`config.mk`:
```
export PLATFORM = sky130hd
export DESIGN_NAME = pmw_ctrl
export DESIGN_NICKNAME = d
export VERILOG_FILES = /design/src/core/pmw_pkg.sv /design/src/core/pmw_ctrl.sv
export SDC_FILE = /design/constraint.sdc
export NUM_CORES = 1
export LEC_CHECK = 0
export ABC_AREA = 1
export BUFFER_PORTS_ARGS = -buffer_cell sky130_fd_sc_hd__buf_2
export CORE_UTILIZATION = 30
export DETAILED_ROUTE_END_ITERATION = 10
export SLEW_MARGIN = 20
export SYNTH_ARGS = -nofsm -noshare
export SYNTH_HDL_FRONTEND = slang
export SYNTH_SLANG_ARGS = --single-unit
```
`constraint.sdc`:
```
create_clock -name clk -period 5.9 [get_ports clk]
set_input_delay 1.77 -clock clk [delete_from_list [all_inputs] [get_ports clk]]
set_output_delay 1.77 -clock clk [all_outputs]
set_load 0.05 [all_outputs]
```
`src/core/pmw_pkg.sv`:
```
// Constants for the power mode and wake-up controller.
// Assumes a single 20 MHz clock and an 8-bit register port.
package pmw_pkg;
   localparam int unsigned DW = 8;
   localparam int unsigned AW = 8;
   localparam int unsigned PA_N = 8;
   localparam int unsigned INT_N = 8;

   // Register offsets
   localparam logic [7:0] OFS_SYSCLK = 8'h00;
   localparam logic [7:0] OFS_HSCTL = 8'h01;
   localparam logic [7:0] OFS_XTCTL = 8'h02;
   localparam logic [7:0] OFS_PAWAKE = 8'h03;
   localparam logic [7:0] OFS_STATUS = 8'h04;

   // Field positions
   localparam int unsigned SC_CKS_LO = 5;
   localparam int unsigned SC_FSS = 2;
   localparam int unsigned SC_HKEEP = 1;
   localparam int unsigned SC_LKEEP = 0;
   localparam int unsigned HS_FREQ_LO = 2;
   localparam int unsigned HS_FLAG = 1;
   localparam int unsigned HS_EN = 0;
   localparam int unsigned XT_SPEED = 2;
   localparam int unsigned XT_FLAG = 1;
   localparam int unsigned XT_EN = 0;
   localparam int unsigned ST_PDF = 0;
   localparam int unsigned ST_TO = 1;
   localparam int unsigned ST_MODE_LO = 2;
   localparam int unsigned ST_SWITCH = 5;

   // Reset values and the sub clock select code
   localparam logic [2:0] CKS_RST = 3'h0;
   localparam logic [1:0] HS_FREQ_RST = 2'h0;
   localparam logic HS_EN_RST = 1'b1;
   localparam logic [2:0] CKS_SUB = 3'h7;

   // Timing
   localparam int unsigned CLK_PERIOD_NS = 50;
   localparam int unsigned HS_START_NS = 16000;
   localparam int unsigned XT_FAST_NS = 100000;
   localparam int unsigned XT_SLOW_NS = 1000000;
   localparam int unsigned HS_START_CYC =
      (HS_START_NS + CLK_PERIOD_NS - 1) / CLK_PERIOD_NS;
   localparam int unsigned XT_FAST_CYC =
      (XT_FAST_NS + CLK_PERIOD_NS - 1) / CLK_PERIOD_NS;
   localparam int unsigned XT_SLOW_CYC =
      (XT_SLOW_NS + CLK_PERIOD_NS - 1) / CLK_PERIOD_NS;
   localparam logic [2:0] SW_GAP_CYC = 3'h4;

   typedef enum logic [2:0] {
      PW_RUN = 3'b000,
      PW_SLEEP = 3'b001,
      PW_IDLE_SUB_CLOCK_ONLY = 3'b010,
      PW_IDLE_BOTH_CLOCKS = 3'b011,
      PW_IDLE_HIGH_CLOCK_ONLY = 3'b100
   } pmw_pwr_t;

   typedef enum logic [1:0] {
      CK_RUN = 2'b00,
      CK_GATE = 2'b01,
      CK_SWAP = 2'b10
   } pmw_ck_t;
endpackage

```
`src/core/pmw_ctrl.sv`:
```
// Operating mode, oscillator and wake-up controller.
// Assumes CPU strobes and interrupt flags on clk; port A pins are
// asynchronous. Oscillators report back only through the counters here.
//
// Design decisions made here: strobed register access and the register addresses.
`timescale 1ns/1ps

// Contract
// Speed-up bit selects fast crystal start
// Speed-up write ignored while crystal clocks system
// Crystal enable clears then sets stable flag
// Crystal enable bit; bits 7..3 read zero
// Select 111 switches system to sub clock
// Slow switch waits for chosen sub oscillator
// Select 000..110 gives high clock divided
// Fast return waits for high oscillator restart
// Halt with keep 00 enters sleep
// Halt with keep 01 enters idle_sub_clock_only
// Halt with keep 11 enters idle_both_clocks
// Halt with keep 10 enters idle_high_clock_only
// Halt stops execution, state is retained
// Halt sets power-down, clears timeout and watchdog
// Wake on port edge, interrupt, watchdog
// Power-down cleared by power-up or clear-watchdog
// Watchdog wake sets timeout, resets PC/SP
// Enabled port A falling edge resumes after halt
// Disabled or stack-full interrupt resumes after halt
// Enabled interrupt with room takes normal response
// Flag set before halt cannot wake
// Sub select 0 internal, 1 crystal
// High oscillator restart clears then sets flag
// Clock source changes are glitch free
module pmw_ctrl
   import pmw_pkg::*;
#(
   parameter int unsigned XT_SLOW_CYCLES = XT_SLOW_CYC
) (
   input wire logic clk, // 20 MHz clock
   input wire logic rst, // Async reset, high
   input wire logic [AW-1:0] addr, // Register address
   input wire logic [DW-1:0] wdata, // Write data
   input wire logic wr, // Write strobe
   input wire logic rd, // Read strobe
   output logic [DW-1:0] rdata, // Read data, cycle after rd
   input wire logic halt_exec, // Halt instruction executed
   input wire logic clr_wdt, // Clear-watchdog instruction
   input wire logic wdt_overflow, // Watchdog overflow pulse
   input wire logic [PA_N-1:0] port_a, // Port A pins, async
   input wire logic [INT_N-1:0] int_req, // Interrupt request flags
   input wire logic [INT_N-1:0] int_enable, // Interrupt enables
   input wire logic stack_full, // Stack has no free level
   output logic cpu_run, // Program execution allowed
   output logic [2:0] sys_clk_sel, // Applied divider or sub select
   output logic sys_clk_sub, // Applied sub source, 1 crystal
   output logic sys_clk_on, // System clock gate
   output logic hs_osc_on, // High speed oscillator enable
   output logic [1:0] hs_freq_sel, // Applied high speed frequency
   output logic xt_osc_on, // Crystal oscillator enable
   output logic xt_speed_up, // Crystal fast start mode
   output logic sub_clk_on, // Sub clock to peripherals
   output logic [2:0] pwr_mode, // Current power mode
   output logic wdt_clear, // Clear watchdog counter pulse
   output logic pc_sp_reset, // Reset PC and SP pulse
   output logic int_response, // Take interrupt on wake pulse
   output logic resume_next // Resume after halt pulse
);

   pmw_pwr_t pstate, next_pstate;
   pmw_ck_t ck_state, next_ck_state;

   logic [2:0] clk_select;
   logic sub_select, hs_keep, ls_keep;
   logic [1:0] hs_freq;
   logic hs_en, hs_flag;
   logic [15:0] hs_cnt;
   logic xt_en, xt_flag;
   logic [15:0] xt_cnt;
   logic [PA_N-1:0] wake_mask;
   logic power_down_flag, watchdog_timeout_flag;
   logic [PA_N-1:0] pa_meta, pa_sync, pa_last;
   logic [INT_N-1:0] int_masked;
   logic [2:0] gap_cnt;

   function automatic logic hit(input logic [AW-1:0] a,
                                input logic [7:0] ofs);
      hit = (a == ofs);
   endfunction

   // Register decode
   wire wr_sc = wr && hit(addr, OFS_SYSCLK);
   wire wr_hs = wr && hit(addr, OFS_HSCTL);
   wire wr_xt = wr && hit(addr, OFS_XTCTL);
   wire wr_pa = wr && hit(addr, OFS_PAWAKE);
   wire halted = (pstate != PW_RUN);
   wire halt_take = halt_exec && !halted;
   wire xt_locked = (clk_select == CKS_SUB) && sub_select;
   wire hs_freq_chg = wr_hs && (wdata[HS_FREQ_LO +: 2] != hs_freq);

   wire [DW-1:0] rd_sc = {clk_select, 2'b00, sub_select, hs_keep, ls_keep};
   wire [DW-1:0] rd_hs = {4'h0, hs_freq, hs_flag, hs_en};
   wire [DW-1:0] rd_xt = {5'h00, xt_speed_up, xt_flag, xt_en};
   wire [DW-1:0] rd_st = {2'b00, ck_state != CK_RUN, pstate,
                          watchdog_timeout_flag, power_down_flag};
   wire [DW-1:0] rd_mux =
      hit(addr, OFS_SYSCLK) ? rd_sc :
      hit(addr, OFS_HSCTL) ? rd_hs :
      hit(addr, OFS_XTCTL) ? rd_xt :
      hit(addr, OFS_PAWAKE) ? wake_mask :
      hit(addr, OFS_STATUS) ? rd_st : 8'h00;

   always_ff @(posedge clk or posedge rst) begin
      if (rst) begin
         clk_select <= CKS_RST;
         sub_select <= 1'b0;
         hs_keep <= 1'b0;
         ls_keep <= 1'b0;
         hs_freq <= HS_FREQ_RST;
         hs_en <= HS_EN_RST;
         xt_en <= 1'b0;
         xt_speed_up <= 1'b0;
         wake_mask <= 8'h00;
         rdata <= 8'h00;
      end else begin
         if (wr_sc) begin
            clk_select <= wdata[SC_CKS_LO +: 3];
            sub_select <= wdata[SC_FSS];
            hs_keep <= wdata[SC_HKEEP];
            ls_keep <= wdata[SC_LKEEP];
         end
         if (wr_hs) begin
            hs_freq <= wdata[HS_FREQ_LO +: 2];
            hs_en <= wdata[HS_EN];
         end
         if (wr_xt) begin
            xt_en <= wdata[XT_EN];
            if (!xt_locked) begin
               xt_speed_up <= wdata[XT_SPEED];
            end
         end
         if (wr_pa) begin
            wake_mask <= wdata;
         end
         rdata <= rd ? rd_mux : 8'h00;
      end
   end

   // High speed oscillator: needed while running in fast mode or when enabled; while halted only when kept on
   wire hs_want = halted ? hs_keep :
      (hs_en || clk_select != CKS_SUB || sys_clk_sel != CKS_SUB);
   wire hs_restart = hs_want && (!hs_osc_on || hs_freq_chg);

   always_ff @(posedge clk or posedge rst) begin
      if (rst) begin
         hs_osc_on <= 1'b0;
         hs_flag <= 1'b0;
         hs_cnt <= 16'h0000;
         hs_freq_sel <= HS_FREQ_RST;
      end else begin
         hs_osc_on <= hs_want;
         if (!hs_want || hs_restart) begin
            hs_flag <= 1'b0;
            hs_cnt <= 16'h0000;
         end else if (!hs_flag) begin
            hs_cnt <= hs_cnt + 16'h0001;
            if (hs_cnt == 16'(HS_START_CYC - 1)) begin
               hs_flag <= 1'b1;
               hs_freq_sel <= hs_freq;
            end
         end
      end
   end

   // Crystal: stops in sleep and idle_high_clock_only where the sub clock is off
   wire xt_want = xt_en && !(halted && !ls_keep);
   wire [15:0] xt_last = xt_speed_up ? 16'(XT_FAST_CYC - 1) :
                         16'(XT_SLOW_CYCLES - 1);

   always_ff @(posedge clk or posedge rst) begin
      if (rst) begin
         xt_osc_on <= 1'b0;
         xt_flag <= 1'b0;
         xt_cnt <= 16'h0000;
      end else begin
         xt_osc_on <= xt_want;
         if (!xt_want || !xt_osc_on) begin
            xt_flag <= 1'b0;
            xt_cnt <= 16'h0000;
         end else if (!xt_flag) begin
            xt_cnt <= xt_cnt + 16'h0001;
            if (xt_cnt >= xt_last) begin
               xt_flag <= 1'b1;
            end
         end
      end
   end

   // System clock switch: gate, wait for target stable, swap, ungate
   wire sub_ok = sub_select ? xt_flag : 1'b1;
   wire to_sub = (clk_select == CKS_SUB);
   wire tgt_ok = to_sub ? sub_ok : hs_flag;
   wire mismatch = (clk_select != sys_clk_sel) ||
                   (to_sub && sub_select != sys_clk_sub);

   always_comb begin
      next_ck_state = ck_state;
      case (ck_state)
         CK_RUN: begin
            if (mismatch && !halted) begin
               next_ck_state = CK_GATE;
            end
         end
         CK_GATE: begin
            if (gap_cnt >= SW_GAP_CYC - 3'h1 && tgt_ok) begin
               next_ck_state = CK_SWAP;
            end
         end
         CK_SWAP: next_ck_state = CK_RUN;
         default: next_ck_state = CK_RUN;
      endcase
   end

   always_ff @(posedge clk or posedge rst) begin
      if (rst) begin
         ck_state <= CK_RUN;
         gap_cnt <= 3'h0;
         sys_clk_sel <= CKS_RST;
         sys_clk_sub <= 1'b0;
         sys_clk_on <= 1'b0;
      end else begin
         ck_state <= next_ck_state;
         gap_cnt <= (ck_state == CK_GATE) ? gap_cnt + 3'h1 : 3'h0;
         if (ck_state == CK_GATE && next_ck_state == CK_SWAP) begin
            sys_clk_sel <= clk_select;
            sys_clk_sub <= sub_select;
         end
         sys_clk_on <= (ck_state == CK_RUN) && !mismatch &&
                       (next_pstate == PW_RUN);
      end
   end

   // Port A falling edge, two flops before the edge detector
   always_ff @(posedge clk or posedge rst) begin
      if (rst) begin
         pa_meta <= 8'hff;
         pa_sync <= 8'hff;
         pa_last <= 8'hff;
      end else begin
         pa_meta <= port_a;
         pa_sync <= pa_meta;
         pa_last <= pa_sync;
      end
   end

   wire pa_wake = |(pa_last & ~pa_sync & wake_mask);
   wire [INT_N-1:0] int_new = int_req & ~int_masked;
   wire int_wake = |int_new;
   wire int_serve = |(int_new & int_enable) && !stack_full;
   wire wake = halted && (wdt_overflow || int_wake || pa_wake);

   always_comb begin
      next_pstate = pstate;
      case (pstate)
         PW_RUN: begin
            if (halt_take) begin
               case ({hs_keep, ls_keep})
                  2'b00: next_pstate = PW_SLEEP;
                  2'b01: next_pstate = PW_IDLE_SUB_CLOCK_ONLY;
                  2'b11: next_pstate = PW_IDLE_BOTH_CLOCKS;
                  default: next_pstate = PW_IDLE_HIGH_CLOCK_ONLY;
               endcase
            end
         end
         PW_SLEEP, PW_IDLE_SUB_CLOCK_ONLY, PW_IDLE_BOTH_CLOCKS, PW_IDLE_HIGH_CLOCK_ONLY: begin
            if (wake) begin
               next_pstate = PW_RUN;
            end
         end
         default: next_pstate = PW_RUN;
      endcase
   end

   always_ff @(posedge clk or posedge rst) begin
      if (rst) begin
         pstate <= PW_RUN;
         pwr_mode <= PW_RUN;
         cpu_run <= 1'b0;
         sub_clk_on <= 1'b0;
         int_masked <= 8'h00;
      end else begin
         pstate <= next_pstate;
         pwr_mode <= next_pstate;
         cpu_run <= (next_pstate == PW_RUN);
         sub_clk_on <= (next_pstate == PW_RUN) ||
                       (next_pstate == PW_IDLE_SUB_CLOCK_ONLY) ||
                       (next_pstate == PW_IDLE_BOTH_CLOCKS);
         int_masked <= halt_take ? int_req : (int_masked & int_req);
      end
   end

   // Status flags and wake-up pulses
   always_ff @(posedge clk or posedge rst) begin
      if (rst) begin
         power_down_flag <= 1'b0;
         watchdog_timeout_flag <= 1'b0;
         wdt_clear <= 1'b0;
         pc_sp_reset <= 1'b0;
         int_response <= 1'b0;
         resume_next <= 1'b0;
      end else begin
         if (halt_take) begin
            power_down_flag <= 1'b1;
         end else if (clr_wdt) begin
            power_down_flag <= 1'b0;
         end
         if (wdt_overflow) begin
            watchdog_timeout_flag <= 1'b1;
         end else if (halt_take) begin
            watchdog_timeout_flag <= 1'b0;
         end
         wdt_clear <= halt_take || clr_wdt;
         pc_sp_reset <= wake && wdt_overflow;
         int_response <= wake && !wdt_overflow && int_serve;
         resume_next <= wake && !wdt_overflow && !int_serve;
      end
   end
endmodule

```
Word-level counts from Yosys, hierarchy flattened:

Index checks and enable logic that the tools add are counted.

* register bits: 118
* ROM bits: 0
* input port bits: 48
* RAM bits: 0
* memories kept: 0
* bits in latches: 0

* divide/modulo/power cells: 0
* magnitude comparators: 2
* add/sub/neg operators: 3
* equal/unequal tests: 23
* bitwise gates (word level): 10
* muxes and demuxes: 33
* reduce and logical (&&, ||, !) cells: 59
* multiply operators: 0
* shift operators: 0

Operators by type and width (number)
* $mux W16: 4
* $mux W8: 6
* $and A8 B8 Y8: 5
* $add A16 B1 Y16 const B: 2
* $reduce_or A8 Y1: 3
* $logic_and A1 B1 Y1: 22
* $eq A16 B9 Y1 const B: 1
* $eq A8 B2 Y1 const B: 2
* $ge A16 B15 Y1: 1
* $not A8 Y8: 2
* $mux W15: 1
* $mux W1: 13
* $eq A3 B2 Y1 const B: 4
* $logic_not A1 Y1: 11
* $logic_or A1 B1 Y1: 11
* $mux W3: 3
* $pmux W3 S3: 1
* $eq A8 B1 Y1 const B: 1
* $eq A8 B3 Y1 const B: 1
* $logic_not A8 Y1: 1
* $eq A3 B3 Y1 const B: 2
* $logic_not A3 Y1: 2
* $mux W6: 1
* $ne A3 B3 Y1 const B: 2
* other kinds (19): 28

Logic depth before layout (Yosys ltp):

Gate-level depths: netlist of run 1.

* depth in word-level cells: 11
* depth in mapped cells: 11
* gate-level depth less buffers: 11

Worst setup path before layout of run 1:

OpenSTA, ideal clock, no wires.

* kind: in2reg
* from: in addr[2]
* to: reg hs_cnt[11]
* data arrival time: 2724 ps
* cell stages on the path: 9
* path slack: 3057 ps
* cell sequence: inv_1 -> nand2_1 -> nor3_2 -> nand3_2 -> nor2_2 -> nor2_4 -> inv_2 -> buf_6 -> nor2_1

* word-level cells in the longest chain between the ends: 7
* elaborated cells on any way between the ends: 8
* those cells by class: eq/ne (2); mux (1); reduce/logical (5)

Ends and longest elaborated chain
* start, declared: line pmw_ctrl.sv:40 `input wire logic [AW-1:0] addr,`
* $eq A8 B1 Y1 *: line pmw_ctrl.sv:86 `hit = (a == ofs);`
* $logic_and A1 B1 Y1 *: line pmw_ctrl.sv:91 `wire wr_hs = wr && hit(addr, OFS_HSCTL);`
* $logic_and A1 B1 Y1 *: line pmw_ctrl.sv:97 `wire hs_freq_chg = wr_hs && (wdata[HS_FREQ_LO +: 2] != hs_freq);`
* $logic_or A1 B1 Y1 *: line pmw_ctrl.sv:150 `wire hs_restart = hs_want && (!hs_osc_on || hs_freq_chg);`
* $logic_and A1 B1 Y1 *: line pmw_ctrl.sv:150
* $logic_or A1 B1 Y1 *: line pmw_ctrl.sv:160 `if (!hs_want || hs_restart) begin`
* $ne A2 B1 Y1 (no line) or $mux W16 (tied branches)
* end signal, assigned: line pmw_ctrl.sv:164 `hs_cnt <= hs_cnt + 16'h0001;`
* end, declared: line pmw_ctrl.sv:75 `logic [15:0] hs_cnt;`

Mark *: on every way between the ends. The rest lies on a longest branch, timed or not.
A chain may end at the register's enable or synchronous reset.

Worst setup path in the final report of run 1:

* from: reg xt_speed_up
* to: out xt_speed_up

RTL lines
* start, declared: line pmw_ctrl.sv:59 `output logic xt_speed_up,`
* start signal, assigned: line pmw_ctrl.sv:137 `xt_speed_up <= wdata[XT_SPEED];`

No word-level cell between the ends.

==> out/results.ini, run 1 <==
[pwr]
share_seq_of_total_power_pct=40.6
switching_share_pct=28.0
vdd_drop_max_mv=0.240
switching_power_mw=0.631
fraction_of_power_consumed_by_the_clock_network_pct=46.3
p_leak_nw=3.31
internal_power_mw=1.62
power.share.combinational_pct=13.0
power.density_cell_area_mw_per_mm2=332

[sta]
max-slew-margin-rel_pct=42.8
rsz_0062_raised_after_global_routing=no
fmax_ghz=0.329
final_min_period_over_clock_period_pct=51.5
timing.final.setup_violations=0
final_hold_viol_count=0
worstMarginPinSlew_ps=855
final_total_negative_setup_slack_ps=0
clock-skew-final_ps=7.61
final.min_clock_period_ps=3040
maxSlewViolCount=0

[yosys]
synth_nets=701
ys_ff_latch=118
yosysWarnings=0
synth_edf_count=0
most_frequently_used_flop_master_after_synthesis=sky130_fd_sc_hd__dfrtp_1
synthArstFlopShare_pct=100
mappedNetlistArea_mm2=0.00553
synth_top_cell_area_share_pct=42.1
yosys.area.top_type=sky130_fd_sc_hd__dfrtp_1
synthDistinctLibCells=43
synth_seq_area_share_pct=53.9
synth_cells=640
netlist_top_cells_area=sky130_fd_sc_hd__dfrtp_1 42%, sky130_fd_sc_hd__dfstp_2 12%, sky130_fd_sc_hd__nand2_1 8.9%
synth.avg_cell_area_um2=8.64

[clocking]
cts_root_buffer=sky130_fd_sc_hd__clkbuf_16
cts_setup_buffers=0
cts_repair_resize_count=0
path_clk_slew_ps=50
ctsLongestPathBuffers=2
clock_sink_count=118
htree_num_levels=4
cts_hold_repair.buffers=0
clk_latency_ps=420
cts_inserted_buffers=17
tritoncts=yes

[run]
timing.max_cap.violations=0

[setup_path]
path_depth=1
critical_path.max_stage_delay_ps=520
timing.reg2reg.worst_path_depth=8
critical-path-slowest-cell=sky130_fd_sc_hd__dfrtp_1
path_class=flop to primary output
worstSetupEndpointType=primary output
cp_cell_sequence=buf_2
crit_path_max_fanout=7
critical_path.startpoint=xt_speed_up$_DFFE_PP0P_
reg2reg_start=pstate[2]$_DFF_PP0_
crit_family=flip-flops
worst_setup_path_endpoint=xt_speed_up
cp_num_buf_inv=1
r2r_end=sys_clk_on$_DFF_PP0_
ff2ff_setup_slack_ps=3720
critical_path_required_ps=4130
startpoint_type=flop
crit_arrival_ps=1270

[grt]
top_usage_layer=met2
grt_pass1_vias=4335
grt_pass1_wl_um=21300
largest_net_degree_at_the_start_of_global_routing=46
grt_use_met2_pct=23.5
grt_antenna_before_repair=1
grt.met3_usage_pct=4.56
track_usage_pct=15.0
grt_util_met1_pct=19.4
grt_overflow_total=0

[worst_hold_path]
worst_hold_path_type=flop to flop
start_point_of_the_worst_hold_path=pa_meta[3]$_DFF_PP1_

[placement]
dpl_cell_area_mm2=0.00618
place.gp.congestion=0.799
dp_cells=940
hpwl_um=9720
io_buffers=74

[routing]
routedWlPerCell_um=13.4
drtAntennaViolNets=0
remaining_drc_errors=0
detailedRoute.firstIterationViolations=172
detailroute.via_count=4431
wirelength_um=13000
dr.pass1.iters=5
detail_route.vias_per_cell=4.55

[floorplan]
design.core.area_mm2=0.0180
ioPinCount=75
row_count=49
width_of_the_chip_um=138
fp.dieArea_mm2=0.0190
die_h_um=138
initial_utilization_pct=30.7

[finish]
layout.cells.most_common_list=131 x sky130_fd_sc_hd__nand2_1, 93 x sky130_fd_sc_hd__dfrtp_1, 87 x sky130_fd_sc_hd__inv_1, 82 x sky130_fd_sc_hd__nor2_1, 74 x sky130_fd_sc_hd__buf_2
layout.cell_area.non_filler_mm2=0.00679
filler_cell_count=1896
areaGrowthSynthToFinish_pct=22.8
drive_gt1_share_pct=21.0
num-nets-final=791
final_common_cell=sky130_fd_sc_hd__nand2_1
layoutNonFillerInstCount=973

[run_status]
outcome=complete, no violations

==> worst register-to-register path, cell delays in order, from the launching register on <==
cell and delay [ps]:
sky130_fd_sc_hd__dfrtp_1 470, sky130_fd_sc_hd__nor3_4 400, sky130_fd_sc_hd__inv_2 130, sky130_fd_sc_hd__nor2_1 670
sky130_fd_sc_hd__nand2_1 100, sky130_fd_sc_hd__nand2_1 140, sky130_fd_sc_hd__nor2_1 50, sky130_fd_sc_hd__nand2_1 70
sky130_fd_sc_hd__nor2_1 40
==> how the worst min path moves through the flow <==
stage / end / slack [ps] / depth (start not counted)
2_1_floorplan: pa_sync[0]$_DFF_PP1_ / 350 / 0
3_3_place_gp: pa_sync[7]$_DFF_PP1_ / 350 / 0
3_5_place_dp: pa_sync[4]$_DFF_PP1_ / 350 / 0
4_1_cts: pa_sync[3]$_DFF_PP1_ / 350 / 0
5_1_grt: pa_sync[0]$_DFF_PP1_ / 360 / 0
6_report: pa_sync[3]$_DFF_PP1_ / 350 / 0
==> power groups by stage <==
stage          clock (mW)  combinational (mW)  sequential [mW]
4_1_cts              1.07               0.299            0.917
6_report             1.04               0.293            0.916
3_5_place_dp            0               0.296            0.930
2_1_floorplan           0               0.167            0.964
5_1_grt              1.11               0.333            0.923
3_3_place_gp            0               0.290            0.930
==> final cells by class <==
cell class / count / area (µm²) / share of cell area [%]
repair buffers: 76 / 385 / 5.67
well taps: 229 / 287 / 4.22
flip-flops and latches: 118 / 2980 / 43.9
multi-input cells: 422 / 2160 / 31.7
inverters: 95 / 364 / 5.36
clock inverters: 11 / 110 / 1.62
diodes: 1 / 2.50 / 0.0368
clock buffers: 21 / 504 / 7.42
==> per-layer routing <==
layer	share of wire, %	vias up
li1	-	2243
met1	46	2093
met2	48	81
met3	4.8	14
met4	1.2	0
met5	0	-
==> state kept, by name, indices dropped and copies added, names as in the netlist, 2 cells and up <==
signal,count
ck_state,2
clk_select,3
gap_cnt,3
hs_cnt,16
hs_freq,2
hs_freq_sel,2
int_masked,8
pa_last,8
pa_meta,8
pa_sync,8
pstate,3
rdata,8
sys_clk_sel,3
wake_mask,8
xt_cnt,16
==> through the flow <==
| stage | utilization (%) | hold slack [ps] | setup WS [ps] | power [mW] |
|---|---|---|---|---|
| detailed placement | 34.3 | 347 | 2700 | 1.23 |
| global route | 37.7 | 358 | 2810 | 2.36 |
| CTS | 37.7 | 355 | 2840 | 2.28 |
| finish | 37.7 | 355 | 2860 | 2.25 |
| global placement | 34.3 | 346 | 2730 | 1.22 |
| floorplan | - | 345 | 1040 | 1.13 |
==> cell usage after synthesis (2+ instances only) <==
| cell | instances |
|---|---|
| sky130_fd_sc_hd__dfstp_2 | 25 |
| sky130_fd_sc_hd__a31oi_1 | 3 |
| sky130_fd_sc_hd__o21ai_0 | 40 |
| sky130_fd_sc_hd__a21oi_1 | 26 |
| sky130_fd_sc_hd__buf_2 | 3 |
| sky130_fd_sc_hd__nand3b_1 | 3 |
| sky130_fd_sc_hd__ha_1 | 13 |
| sky130_fd_sc_hd__nor3_1 | 17 |
| sky130_fd_sc_hd__o211ai_1 | 3 |
| sky130_fd_sc_hd__dfrtp_1 | 93 |
| sky130_fd_sc_hd__nand4_1 | 10 |
| sky130_fd_sc_hd__o21a_1 | 9 |
| sky130_fd_sc_hd__o22ai_1 | 6 |
| sky130_fd_sc_hd__inv_2 | 5 |
| sky130_fd_sc_hd__nand3_1 | 39 |
| sky130_fd_sc_hd__nor3_4 | 2 |
| sky130_fd_sc_hd__nor2_2 | 4 |
| sky130_fd_sc_hd__nor3_2 | 3 |
| sky130_fd_sc_hd__nand2_1 | 131 |
| sky130_fd_sc_hd__and3_1 | 2 |
| sky130_fd_sc_hd__xor2_1 | 12 |
| sky130_fd_sc_hd__nand2_2 | 2 |
| sky130_fd_sc_hd__inv_1 | 88 |
| sky130_fd_sc_hd__nor2_1 | 82 |
==> cell families (layout without fill, tap and decap cells) <==
logic type,after synthesis,after routing,share of synthesized area (%)
compound gates,93,93,9.57
fa+ha+maj,13,13,2.94
buf+inv,100,203,7.08
mux,1,1,0.204
other cells,0,1,0
flops,118,118,53.9
xor+xnor,13,13,2.06
simple gates,302,302,24.2
Power figures use the tool's default switching activity.
==> inputs of run 2 (changes only) <==
==> constraint.sdc (replaced) <==
create_clock -name clk -period 2.6 [get_ports clk]
set_input_delay 0.78 -clock clk [delete_from_list [all_inputs] [get_ports clk]]
set_output_delay 0.78 -clock clk [all_outputs]
set_load 0.05 [all_outputs]
==> out/results.ini, run 2 (synthesis gave the netlist of run 1 again) <==
[pwr]
power.density_cell_area_mw_per_mm2=738
vdd_drop_max_mv=0.441
p_leak_nw=3.29

[clocking]
path_clk_slew_ps=60
cts_setup_buffers=0
tritoncts=yes
cts_hold_repair.buffers=0
clock_sink_count=118
cts_inserted_buffers=17
cts_root_buffer=sky130_fd_sc_hd__clkbuf_16
cts_repair_resize_count=0
clk_latency_ps=420
htree_num_levels=4
ctsLongestPathBuffers=2

[routing]
routedWlPerCell_um=13.3
dr.pass1.iters=5
wirelength_um=12900
remaining_drc_errors=0
detail_route.vias_per_cell=4.55
detailroute.via_count=4431
detailedRoute.firstIterationViolations=218
drtAntennaViolNets=0

[finish]
layout.cells.most_common_list=131 x sky130_fd_sc_hd__nand2_1, 93 x sky130_fd_sc_hd__dfrtp_1, 87 x sky130_fd_sc_hd__inv_1, 82 x sky130_fd_sc_hd__nor2_1, 74 x sky130_fd_sc_hd__buf_2
register_area_mm2=0.00298
final_common_cell=sky130_fd_sc_hd__nand2_1
reg.largest.list=hs_cnt (16), xt_cnt (16)
num-nets-final=792
area_occupied_by_multi_input_gates_mm2=0.00216
areaGrowthSynthToFinish_pct=22.6
drive_gt1_share_pct=21.1
filler_cell_count=1867

[sta]
hold_ws_ps=354
maxSlewViolCount=0
final_min_period_over_clock_period_pct=80.6
final_hold_viol_count=0
worstMarginPinSlew_ps=655
clock-skew-final_ps=10.6
timing.final.setup_violations=0
final_total_negative_setup_slack_ps=0
final.setup.worst_slack_ps=504
max-slew-margin-rel_pct=56.3
fmax_ghz=0.477
final.min_clock_period_ps=2100
rsz_0062_raised_after_global_routing=no

[floorplan]
ioPinCount=75
design.core.area_mm2=0.0180
die_h_um=138
width_of_the_chip_um=138
initial_utilization_pct=30.7
fp.dieArea_mm2=0.0190
row_count=49

[setup_path]
timing.reg2reg.worst_path_depth=7
path_class=flop to primary output
crit_family=flip-flops
cp_cell_sequence=buf_2
critical_path_required_ps=1820
startpoint_type=flop
critical_path.max_stage_delay_ps=560
crit_path_max_fanout=7
worstSetupEndpointType=primary output
cp_num_buf_inv=1
critical-path-slowest-cell=sky130_fd_sc_hd__dfrtp_1
crit_arrival_ps=1320
path_depth=1

[placement]
io_buffers=74
pre_cts_ws_ps=402
hpwl_um=9520
place.gp.congestion=0.818

[grt]
grt_antenna_before_repair=1
grt.met3_usage_pct=4.64
grt_util_met1_pct=19.1
grt_pass1_vias=4260
track_usage_pct=15.0
grt_pass1_wl_um=21300
grt_use_met2_pct=23.6
largest_net_degree_at_the_start_of_global_routing=119
grt_overflow_total=0
top_usage_layer=met2

[run]
timing.max_cap.violations=0

[run_status]
outcome=complete, no violations

[worst_hold_path]
worst_hold_path_type=flop to flop
hold_depth=0

## run 2: routing by layer
layer / share of wire, % / vias to the layer above
li1: - / 2246
met1: 47 / 2094
met2: 47 / 82
met3: 5.2 / 9
met4: 1.4 / 0
met5: 0 / -
## run 2: through the flow
step	instance area (µm²)	instances	total power, mW	utilization, %
detailed placement	6200	941	2.77	34.4
finish	6780	974	5.00	37.6
global placement	6200	941	2.77	34.4
global route	6780	974	5.26	37.6
floorplan	5540	640	2.57	-
CTS	6780	973	5.08	37.6
## run 2: power by group
group          internal [mW]  switching [mW]  total, mW
Clock                   1.37           0.900       2.27
Combinational          0.203           0.453      0.656
Sequential              1.99          0.0875       2.08
## run 2: cell type report
| cell class | instances | share of cell area, % |
|---|---|---|
| antenna | 1 | 0.0369 |
| sequential | 118 | 44.0 |
| inverter | 95 | 5.39 |
| timing repair buffer | 77 | 5.98 |
| clock buffer | 21 | 7.27 |
| multi-input combinational | 422 | 31.8 |
| tap | 229 | 4.23 |
| clock inverter | 11 | 1.27 |
## run 2: path summary, 6_finish.rpt
path | slack, ps | end | start
worst min register to register | 350 | pa_sync[1]$_DFF_PP1_ | pa_meta[1]$_DFF_PP1_
worst max-delay path | 500 | xt_speed_up | xt_speed_up$_DFFE_PP0P_
worst max register to register | 820 | xt_cnt[6]$_DFFE_PP0P_ | pstate[2]$_DFF_PP0_
max in group asynchronous | 1580 | sys_clk_on$_DFF_PP0_ | rst
worst min-delay path | 350 | pa_sync[1]$_DFF_PP1_ | pa_meta[1]$_DFF_PP1_
min in group asynchronous | 520 | sub_clk_on$_DFF_PP0_ | rst
